===== src/rtl/xaddr_cfg.svh =====
// constants for the extended address / emulation chip select block
// assumes a 16-bit core address and a 6-bit program page index
`ifndef XADDR_CFG_SVH
`define XADDR_CFG_SVH
`define XA_CODE_Q0     6'h3D
`define XA_CODE_Q1     6'h3E
`define XA_CODE_Q3     6'h3F
`define XA_QUAD_HI     15
`define XA_QUAD_LO     14
`define XA_SW_00_BASE  6'h38
`define XA_SW_01_BASE  6'h30
`define XA_SW_10_BASE  6'h20
`define XA_SW_11_BASE  6'h00
`define XA_CS_IDLE     1'b1
`define XA_LINES_RST   6'h00
`endif


===== src/rtl/xaddr_pkg.sv =====
// types for the extended address / emulation chip select block
// assumes nothing beyond the cfg header
package xaddr_pkg;
  typedef enum logic [1:0] {
    alloc_0k  = 2'b00,
    alloc_16k = 2'b01,
    alloc_48k = 2'b10,
    alloc_64k = 2'b11
  } alloc_type;
  typedef enum logic [1:0] {
    quad_low  = 2'b00,
    quad_mid  = 2'b01,
    quad_page = 2'b10,
    quad_top  = 2'b11
  } quad_type;
endpackage


===== src/rtl/page_window_class.sv =====
// classifies a page index as internal or external to the window
// assumes paging switches are static straps from system integration
`timescale 1ns/1ps
`include "xaddr_cfg.svh"
module page_window_class (
  input  wire logic [1:0] paging_config_switches,
  input  wire logic [5:0] page_index_bits,
  output logic            page_internal
);
  logic [5:0] base;
  // ----------------------------------------
  // lowest internal page per partitioning
  // ----------------------------------------
  always_comb begin
    unique case (paging_config_switches)
      2'b00: base = `XA_SW_00_BASE;
      2'b01: base = `XA_SW_01_BASE;
      2'b10: base = `XA_SW_10_BASE;
      2'b11: base = `XA_SW_11_BASE;
    endcase
  end
  assign page_internal = (page_index_bits >= base);
endmodule // page_window_class


===== src/rtl/ext_addr_cs.sv =====
// extended address lines and emulation chip select for expanded modes
// assumes core_addr/page_index_bits valid each cycle; outputs lag 1 cycle except emu_chip_select_oe, which is not registered
`timescale 1ns/1ps
`include "xaddr_cfg.svh"
// How it works
// - page window access drives page index bits
// - index bit 5..0 on port K 5..0
// - fixed codes 3D 3E 3F outside window
// - chip select follows allocation and quadrant
// - 48K mid and 64K low/mid quadrants use rom high map
// - outputs valid only with enable and expanded, except emu_chip_select_oe, which follows enable alone
// - 0K: high low quadrants, low otherwise
// - 16K: low only in top quadrant
// - 48K: mid by map, window by internal
// - 64K: lows by map, window by internal
// - port K bit 7 is chip select
// - internal page from paging switches
module ext_addr_cs
  import xaddr_pkg::*;
(
  input  wire logic        core_clk,
  input  wire logic        rst,
  input  wire logic [15:0] core_addr,
  input  wire logic [5:0]  page_index_bits,
  input  wire logic [1:0]  paging_config_switches,
  input  wire alloc_type   flash_alloc,
  input  wire logic        rom_high_map_select,
  input  wire logic        emulation_port_k_enable,
  input  wire logic        expanded_mode,
  output logic [5:0]       extended_addr_lines,
  output logic             extended_addr_oe,
  output logic             emu_chip_select_n,
  output logic             emu_chip_select_oe
);
  quad_type   quad;
  logic       page_internal;
  logic       active;
  logic [5:0] lines_nxt;
  logic       cs_n_nxt;
  logic [5:0] lines_r;
  logic       cs_n_r;
  logic       act_r;

  page_window_class u_class (
    .paging_config_switches (paging_config_switches),
    .page_index_bits        (page_index_bits),
    .page_internal          (page_internal)
  );

  assign quad   = quad_type'(core_addr[`XA_QUAD_HI:`XA_QUAD_LO]);
  assign active = emulation_port_k_enable & expanded_mode;

  // ----------------------------------------
  // address line selection
  // ----------------------------------------
  always_comb begin
    unique case (quad)
      quad_low:  lines_nxt = `XA_CODE_Q0;
      quad_mid:  lines_nxt = `XA_CODE_Q1;
      quad_page: lines_nxt = page_index_bits;
      quad_top:  lines_nxt = `XA_CODE_Q3;
    endcase
  end

  // ----------------------------------------
  // chip select decode
  // ----------------------------------------
  always_comb begin
    cs_n_nxt = `XA_CS_IDLE;
    unique case (flash_alloc)
      alloc_0k:  cs_n_nxt = (quad == quad_low) | (quad == quad_mid);
      alloc_16k: cs_n_nxt = (quad != quad_top);
      alloc_48k: begin
        unique case (quad)
          quad_low:  cs_n_nxt = 1'b1;
          quad_mid:  cs_n_nxt = rom_high_map_select;
          quad_page: cs_n_nxt = ~page_internal;
          quad_top:  cs_n_nxt = 1'b0;
        endcase
      end
      alloc_64k: begin
        unique case (quad)
          quad_low:  cs_n_nxt = rom_high_map_select;
          quad_mid:  cs_n_nxt = rom_high_map_select;
          quad_page: cs_n_nxt = ~page_internal;
          quad_top:  cs_n_nxt = 1'b0;
        endcase
      end
    endcase
  end

  // ----------------------------------------
  // output registers
  // ----------------------------------------
  // registered so the pins never glitch through the decode
  always_ff @(posedge core_clk) begin
    if (rst) begin
      lines_r <= `XA_LINES_RST;
    end else if (active) begin
      lines_r <= lines_nxt;
    end else begin
      lines_r <= `XA_LINES_RST;
    end
  end

  always_ff @(posedge core_clk) begin
    if (rst) begin
      cs_n_r <= `XA_CS_IDLE;
    end else if (active) begin
      cs_n_r <= cs_n_nxt;
    end else begin
      cs_n_r <= `XA_CS_IDLE;
    end
  end

  always_ff @(posedge core_clk) begin
    if (rst) begin
      act_r <= 1'b0;
    end else begin
      act_r <= active;
    end
  end

  // lines are parked at 00 with extended_addr_oe low when not active
  assign extended_addr_lines = lines_r;
  assign extended_addr_oe    = act_r;
  assign emu_chip_select_n   = cs_n_r;
  assign emu_chip_select_oe  = emulation_port_k_enable;
endmodule // ext_addr_cs


===== config.mk =====
export PLATFORM = sky130hd
export DESIGN_NAME = ext_addr_cs
export DESIGN_NICKNAME = d
export VERILOG_FILES = /design/src/rtl/xaddr_pkg.sv /design/src/rtl/page_window_class.sv /design/src/rtl/ext_addr_cs.sv
export VERILOG_INCLUDE_DIRS = /design/src /design/src/rtl
export SDC_FILE = /design/constraint.sdc
export NUM_CORES = 1
export LEC_CHECK = 0
export ABC_CLOCK_PERIOD_IN_PS = 1330
export BUFFER_PORTS_ARGS = -buffer_cell sky130_fd_sc_hd__buf_4
export CAP_MARGIN = 40
export CORE_MARGIN = 5
export CORE_UTILIZATION = 29
export DETAILED_ROUTE_END_ITERATION = 12
export GPL_ROUTABILITY_DRIVEN = 0
export PLACE_DENSITY = 0.71
export SLEW_MARGIN = 20
export SYNTH_ARGS = -nofsm -noshare
export SYNTH_HDL_FRONTEND = slang
export SYNTH_SLANG_ARGS = --single-unit

===== constraint.sdc =====
create_clock -name core_clk -period 1.33 [get_ports core_clk]
set_input_delay 0.266 -clock core_clk [delete_from_list [all_inputs] [get_ports core_clk]]
set_output_delay 0.266 -clock core_clk [all_outputs]
set_load 0.03 [all_outputs]

; ---- Word-level counts from Yosys, hierarchy flattened
; Index checks and enable logic that the tools add are counted.
; Widths: inputs -> output; s select.
[word_totals]
register_bits = 8
input_bits = 31
out_inout_bits = 9
elab_cells = 28
[classes]
order_cmp = 1
eq_ne = 10
n_mux = 5
n_bitwise = 4
n_reduce_logical = 5
[ops]
columns = op, count
row1 = $pmux 6 s4, 2
row2 = $eq 2x2->1 const B, 6
row3 = $pmux 1 s4, 2
row4 = $eq 2x1->1 const B, 3
row5 = $ge 6x6->1, 1
row6 = $logic_not 2->1, 3
row7 = $reduce_or 2->1, 2
row8 = $pmux 1 s3, 1
row9 = $ne 2x2->1 const B, 1
row10 = $not 1->1, 2
row11 = $and 1x1->1, 1
row12 = $or 1x1->1, 1

; ---- Depth between registers and ports, before layout
; Gate-level depths: netlist of the first run.
[depth]
word_depth = 6
mapped_depth = 5
ltp_nobuf = 5

; ---- Modules after synthesis
; Synthesis of the first run repeated with hierarchy kept, for this count alone.
[hier_totals]
hier_cells = 45
hier_area_um2 = 370.4
[by_module_without_submodules]
columns = module, instances, cells_per_inst, area_each_um2, seq_area_each_um2
row1 = ext_addr_cs, 1, 33, 284.0, 160.2
row2 = page_window_class, 1, 12, 86.3, 0.0

; ---- Worst setup path after synthesis of the first run
; OpenSTA, ideal clock, no wires.
[synth_path]
kind = input -> register
start = in paging_config_switches[0]
end = reg cs_n_r (netlist: emu_chip_select_n)
setup_ps = 122
arrival_time_ps = 1148
required_ps = 1208
path_slack_ps = 60
path_stages = 5
n_path_buf = 0
cell_sequence = nor2_1 -> ha_1 -> nor4b_1 -> nor4b_1 -> o32a_1
[synth_via]
elab_chain_cells = 6
[synth_lines]
columns = item, line_no
row1 = from (decl), ext_addr_cs.sv:25  ; input wire logic [1:0] paging_config_switches,
row2 = $eq 2x2->1 (tied with other cells), page_window_class.sv:15  ; unique case (paging_config_switches)
row3 = $pmux 6 s4 (*), page_window_class.sv:15
row4 = $ge 6x6->1 (*), page_window_class.sv:22  ; assign page_internal = (page_index_bits >= base);
row5 = $not 1->1 (*), "ext_addr_cs.sv:77, ext_addr_cs.sv:85"
row6 = $pmux 1 s4 or $pmux 1 s3 (tied branches), "ext_addr_cs.sv:74, ext_addr_cs.sv:82"
row7 = $pmux 1 s4 (*), ext_addr_cs.sv:70  ; unique case (flash_alloc)
row8 = to (signal assigned), ext_addr_cs.sv:108  ; cs_n_r <= `XA_CS_IDLE;
row9 = to (signal assigned), ext_addr_cs.sv:110  ; cs_n_r <= cs_n_nxt;
row10 = to (signal assigned), ext_addr_cs.sv:112  ; cs_n_r <= `XA_CS_IDLE;
row11 = to (decl), ext_addr_cs.sv:41  ; logic cs_n_r;
; Mark *: on every way between the ends. The rest lies on a longest branch, timed or not. The select of a mux whose other input is x is not followed.
; A chain may end at the register's enable or synchronous reset.

; ---- Final worst setup path of the first run
[layout_path]
start = in paging_config_switches[1]
end = reg cs_n_r (netlist: emu_chip_select_n)
; The elaborated chain is that of the path after synthesis.

==> flow_summary.toml, run 1 <==
[final_layout]
antenna_cells = 0
final_design_area_no_fill_um2 = 615.6
layout.cells.most_common = "sky130_fd_sc_hd__buf_4"
final_net_count = 103
layout.filler_cells = 139
syn2layout_area_growth_pct = 62.38
drive_above_1_share_pct = 49.25
layout.cells.most_common_list = "sky130_fd_sc_hd__buf_4 (29), sky130_fd_sc_hd__dfxtp_1 (8), sky130_fd_sc_hd__o21a_1 (5), sky130_fd_sc_hd__ha_1 (3), sky130_fd_sc_hd__clkbuf_4 (3)"

[placed_design]
port-buffer-count = 25
dpl-instance-area_um2 = 593.1
detailed_place_hpwl_um = 827.7

[synthesis]
syn-mean-instance-area_um2 = 9.977
synth_area_leader_cell = "sky130_fd_sc_hd__dfxtp_1"
postSynthCellCount = 38
synth_largest_type_area_fraction_pct = 42.24
yosys_warnings = 0
mappedNetlistArea_um2 = 379.1
yosys_register_bits = 8
synth_seq_area_share_pct = 42.24
ys_async_sr_fraction_pct = 0
syn_nets = 72
synth_ff_type = "sky130_fd_sc_hd__dfxtp_1"
synth_enable_flop_cells = 0
post_synth_num_cell_types = 19
synthTopCellsByArea = "sky130_fd_sc_hd__dfxtp_1 (42%), sky130_fd_sc_hd__ha_1 (9.9%), sky130_fd_sc_hd__o21a_1 (9.9%)"

[pwr]
vdd_drop_max_v = 0.0002989
power.density_mw_per_mm2 = 909.5
power_mw = 0.5599
p_leak_nw = 0.3018

[die]
floorplan.rows = 13
ioPinCount = 40
die_h_um = 46.16
die_area_mm2 = 0.002130
die_width_um = 46.16
floorplan.core_area_mm2 = 0.001269
initial_core_util_pct = 29.88

[clocking]
post_cts_buffers = 0
cts_resized = 0
cts_inserted_buffers = 3
tritoncts = "yes"
cts.hold.buffers_added = 0
clk_pin_slew_worst_paths_ns = 0.05
clock_path_buffers = 2
cts.htree.levels = 1
clock-sinks = 8
cts-root-buf = "sky130_fd_sc_hd__clkbuf_4"

[worst_setup_path]
setup.worst_path.start_class = "input port"
crit_arrival_ns = 1.30
timing.setup.critical_path_class = "input port to flip-flop"
cp-end-kind = "flip-flop"
crit_path_start = "paging_config_switches[1]"
worst-endpoint-required_ns = 1.46
cp_max_fo = 3

[sta]
grt_setup_unrepaired = "false"
tightestPinTransition_ns = 0.2960
setup-violations-final = 0
post_route_clock_period_utilization_pct = 88.17
finalHoldViolations = 0
clock.fmax_mhz = 852.7
timing.max_slew.rel_slack_pct = 79.99
finalWorstPathRequiredPeriod_ns = 1.173
number_of_max_slew_violations_in_the_final_report = 0

[detailed_routing]
ant_nets = 0
drc = 0
drt_pre_antenna_iters = 2
detailroute.via_count = 388
drt_first_iter_violations = 3
finalWirelength_um = 987
routed_via_density = 4.732
avgRoutedWirePerCell_um = 12.04

[global_route]
grt_pass1_wl_um = 1518
grt_pass1_vias = 368
globalRoute.totalOverflow = 0
grt_antenna_before_repair = 0
grtUsageTotal_pct = 10.68
maximum_number_of_pins_on_one_net_before_global_route_repair = 7

[run_status]
status = "finished, final reports clean"

[worst_hold_path]
min-delay-start = "core_addr[14]"
hold_path.class = "input port to flip-flop"

[run]
maxCapViolations = 0
registers in the layout, summed over array words and instances, names as in the netlist:
register and flops:
extended_addr_oe 1, emu_chip_select_n 1, extended_addr_lines 6
critical path, cell delays in order:
cell                      delay [ns]
sky130_fd_sc_hd__buf_4          0.09
sky130_fd_sc_hd__nor2_1         0.04
sky130_fd_sc_hd__ha_1           0.25
sky130_fd_sc_hd__nor4b_1        0.21
sky130_fd_sc_hd__nor4b_1        0.09
sky130_fd_sc_hd__o32a_1         0.35
Yosys cell counts (all sizes together), types with 2 or more instances:
| cell type | instances |
|---|---|
| inv | 2 |
| a21oi | 2 |
| o21a | 5 |
| ha | 3 |
| buf | 2 |
| nor2 | 2 |
| dfxtp | 8 |
| nor2b | 2 |
| nor4b | 2 |
| o21ai | 2 |
worst paths after layout:
kind                                  to  slack, ns  depth (start not counted)
setup / recovery       emu_chip_select_n       0.16                          6
hold / removal    extended_addr_lines[0]       0.22                          2
metal layers:
layer,up-vias,share of wire [%],GRT usage [%]
met1,169,39,10.16
met5,-,0,0
li1,197,-,-
met2,20,47,17.58
met4,0,1.9,10.23
met3,2,12,3.516
through the flow:
step                hold slack [ns]  setup WS, ns  instances  setup TNS, ns  util [%]
floorplan                    0.3554       0.06017         38              0         -
global placement             0.4756       -0.1305         79        -0.1305     46.75
detailed placement           0.4820       -0.1151         79        -0.1151     46.75
CTS                          0.2210        0.1449         82              0     48.52
global route                 0.2165       0.05232         82              0     48.52
finish                       0.2242        0.1573         82              0     48.52
power by group:
part	leakage (nW)	switching [mW]	total [mW]	internal, mW
registers	0.0655	0.00228	0.252	0.249
logic	0.222	0.0601	0.129	0.0693
clock network	0.0138	0.0761	0.179	0.103
cell families after synthesis:
family                   count (synthesis)  synth area share, %
AO/OA/AOI/OAI                           11                19.80
AND/OR/NAND/NOR                         11                20.14
flip-flops                               8                42.24
buffers and inverters                    5                7.921
adder cells (fa/ha/maj)                  3                9.902
final cells by class:
type,count,area (um^2),share of cell area (%)
timing repair buffer,29,217.7,35.37
tap,15,18.77,3.049
clock buffer,3,22.52,3.659
sequential,8,160.2,26.02
inverter,2,7.507,1.220
multi-input combinational,25,188.9,30.69
No activity file was read; power rests on OpenSTA's default activity.
==> inputs of run 2 (changes only) <==
- PLACE_DENSITY: 0.71 -> 0.7
==> run 2 against run 1 <==
Against the previous run:
- sequential share of layout area unchanged
- sequential power about the same
- core utilization unchanged
- non-clock buffer count unchanged
- critical path depth unchanged
- hold slack better by 0.00089 ns
- combinational power about the same
- global-route usage down 0.32 points
- clock power about the same
- sequential cell count unchanged
- die area unchanged
- critical path type unchanged
==> flow_summary.toml, run 2 (synthesis results as in run 1) <==
[run_status]
status = "finished, final reports clean"

[sta]
clock.fmax_mhz = 860.3
timing.hold.ws_ns = 0.2251
tightestPinTransition_ns = 0.2639
grt_setup_unrepaired = "false"
finalWorstPathRequiredPeriod_ns = 1.162
finalHoldViolations = 0
setup-violations-final = 0
number_of_max_slew_violations_in_the_final_report = 0
timing.max_slew.rel_slack_pct = 82.16
post_route_clock_period_utilization_pct = 87.39
post-route-worst-setup-slack_ns = 0.1677

[clocking]
post_cts_buffers = 0
cts.hold.buffers_added = 0
clock_path_buffers = 2
cts-root-buf = "sky130_fd_sc_hd__clkbuf_4"
cts_inserted_buffers = 3
cts_resized = 0
tritoncts = "yes"
clk_pin_slew_worst_paths_ns = 0.05
cts.htree.levels = 1
clock-sinks = 8

[global_route]
grtUsageTotal_pct = 10.36
grt_antenna_before_repair = 0
globalRoute.totalOverflow = 0
maximum_number_of_pins_on_one_net_before_global_route_repair = 7
grt_pass1_vias = 390
grt_pass1_wl_um = 1566

[detailed_routing]
finalWirelength_um = 968
ant_nets = 0
topRoutingLayerUsed = "met4"
wirelength_met1_um = 402
drt_pre_antenna_iters = 2
drt_first_iter_violations = 2
routed_via_density = 4.671
detailroute.via_count = 383
total_met2_wirelength_after_detailed_routing_um = 440
drc = 0
met3RoutedLength_um = 102
avgRoutedWirePerCell_um = 11.80

[run]
maxCapViolations = 0

[final_layout]
largest_register_ff_count = 6
antenna_cells = 0
layout.filler_cells = 135
layout.cells.most_common = "sky130_fd_sc_hd__buf_4"
drive_above_1_share_pct = 49.25
layout.cells.most_common_list = "sky130_fd_sc_hd__buf_4 (29), sky130_fd_sc_hd__dfxtp_1 (8), sky130_fd_sc_hd__o21a_1 (5), sky130_fd_sc_hd__ha_1 (3), sky130_fd_sc_hd__clkbuf_4 (3)"
post_layout_nonfiller_instances = 82
regArea_um2 = 160.2
multi_input_area_um2 = 188.9
final_core_util_pct = 48.52
syn2layout_area_growth_pct = 62.38
final_net_count = 103

[placed_design]
port-buffer-count = 25
place_worst_setup_slack_ns = -0.1062
place_inst = 79
detailed_place_hpwl_um = 805.3

[worst_hold_path]
hold_path.class = "input port to flip-flop"

[worst_setup_path]
path_depth = 6
crit_end = "emu_chip_select_n"
cp-end-kind = "flip-flop"
cp_max_fo = 3
setup.worst_path.start_class = "input port"
crit_arrival_ns = 1.29
cp_num_buf_inv = 1
crit_top_cell = "sky130_fd_sc_hd__nor4b_1"
timing.setup.critical_path_class = "input port to flip-flop"
worst-endpoint-required_ns = 1.46
cp_top_family = "compound AO/OA/AOI/OAI gates"
slowest_stage = "sky130_fd_sc_hd__o32a_1"
crit_path_start = "paging_config_switches[1]"
crit_chain = "buf_4 > nor2_1 > ha_1 > nor4b_1 > nor4b_1 > o32a_1"
critPathMaxStageDelay_ns = 0.35

[die]
floorplan.core_area_mm2 = 0.001269
die_area_mm2 = 0.002130
die_h_um = 46.16
die_width_um = 46.16
ioPinCount = 40
floorplan.rows = 13
initial_core_util_pct = 29.88

[pwr]
power_mw = 0.5595
power.density_mw_per_mm2 = 908.9
vdd_drop_max_v = 0.0001994
p_leak_nw = 0.3018
[run 2: worst min-delay path by stage]
stage / startpoint / to / slack, ns / depth (start not counted)
after floorplan: core_addr[14] / extended_addr_lines[0] / 0.36 / 1
after global placement: core_addr[14] / extended_addr_lines[0] / 0.48 / 2
after detailed placement: core_addr[14] / extended_addr_lines[0] / 0.48 / 2
after CTS: core_addr[14] / extended_addr_lines[0] / 0.22 / 2
after global routing: core_addr[14] / extended_addr_lines[0] / 0.22 / 2
final: core_addr[14] / extended_addr_lines[0] / 0.23 / 2
[run 2: metal layers]
| layer | GRT usage (%) | vias up |
|---|---|---|
| li1 | - | 191 |
| met5 | 0 | - |
| met1 | 11.78 | 170 |
| met4 | 10.23 | 0 |
| met3 | 2.734 | 2 |
| met2 | 15.11 | 20 |
[run 2: metrics by stage]
stage	instance area (um^2)	setup TNS, ns
2_1_floorplan	379.1	0
3_3_place_gp	593.1	-0.1317
3_5_place_dp	593.1	-0.1062
4_1_cts	615.6	0
5_1_grt	615.6	0
6_report	615.6	0
[run 2: cell type report]
type	count	share of cell area [%]
clock buffer	3	3.659
inverter	2	1.220
multi-input combinational	25	30.69
sequential	8	26.02
tap	15	3.049
timing repair buffer	29	35.37
[run 2: where the power goes]
part	internal, mW	switching [mW]	leakage, nW
registers	0.249	0.00206	0.0655
clock network	0.103	0.0763	0.0138
logic	0.0691	0.0600	0.222
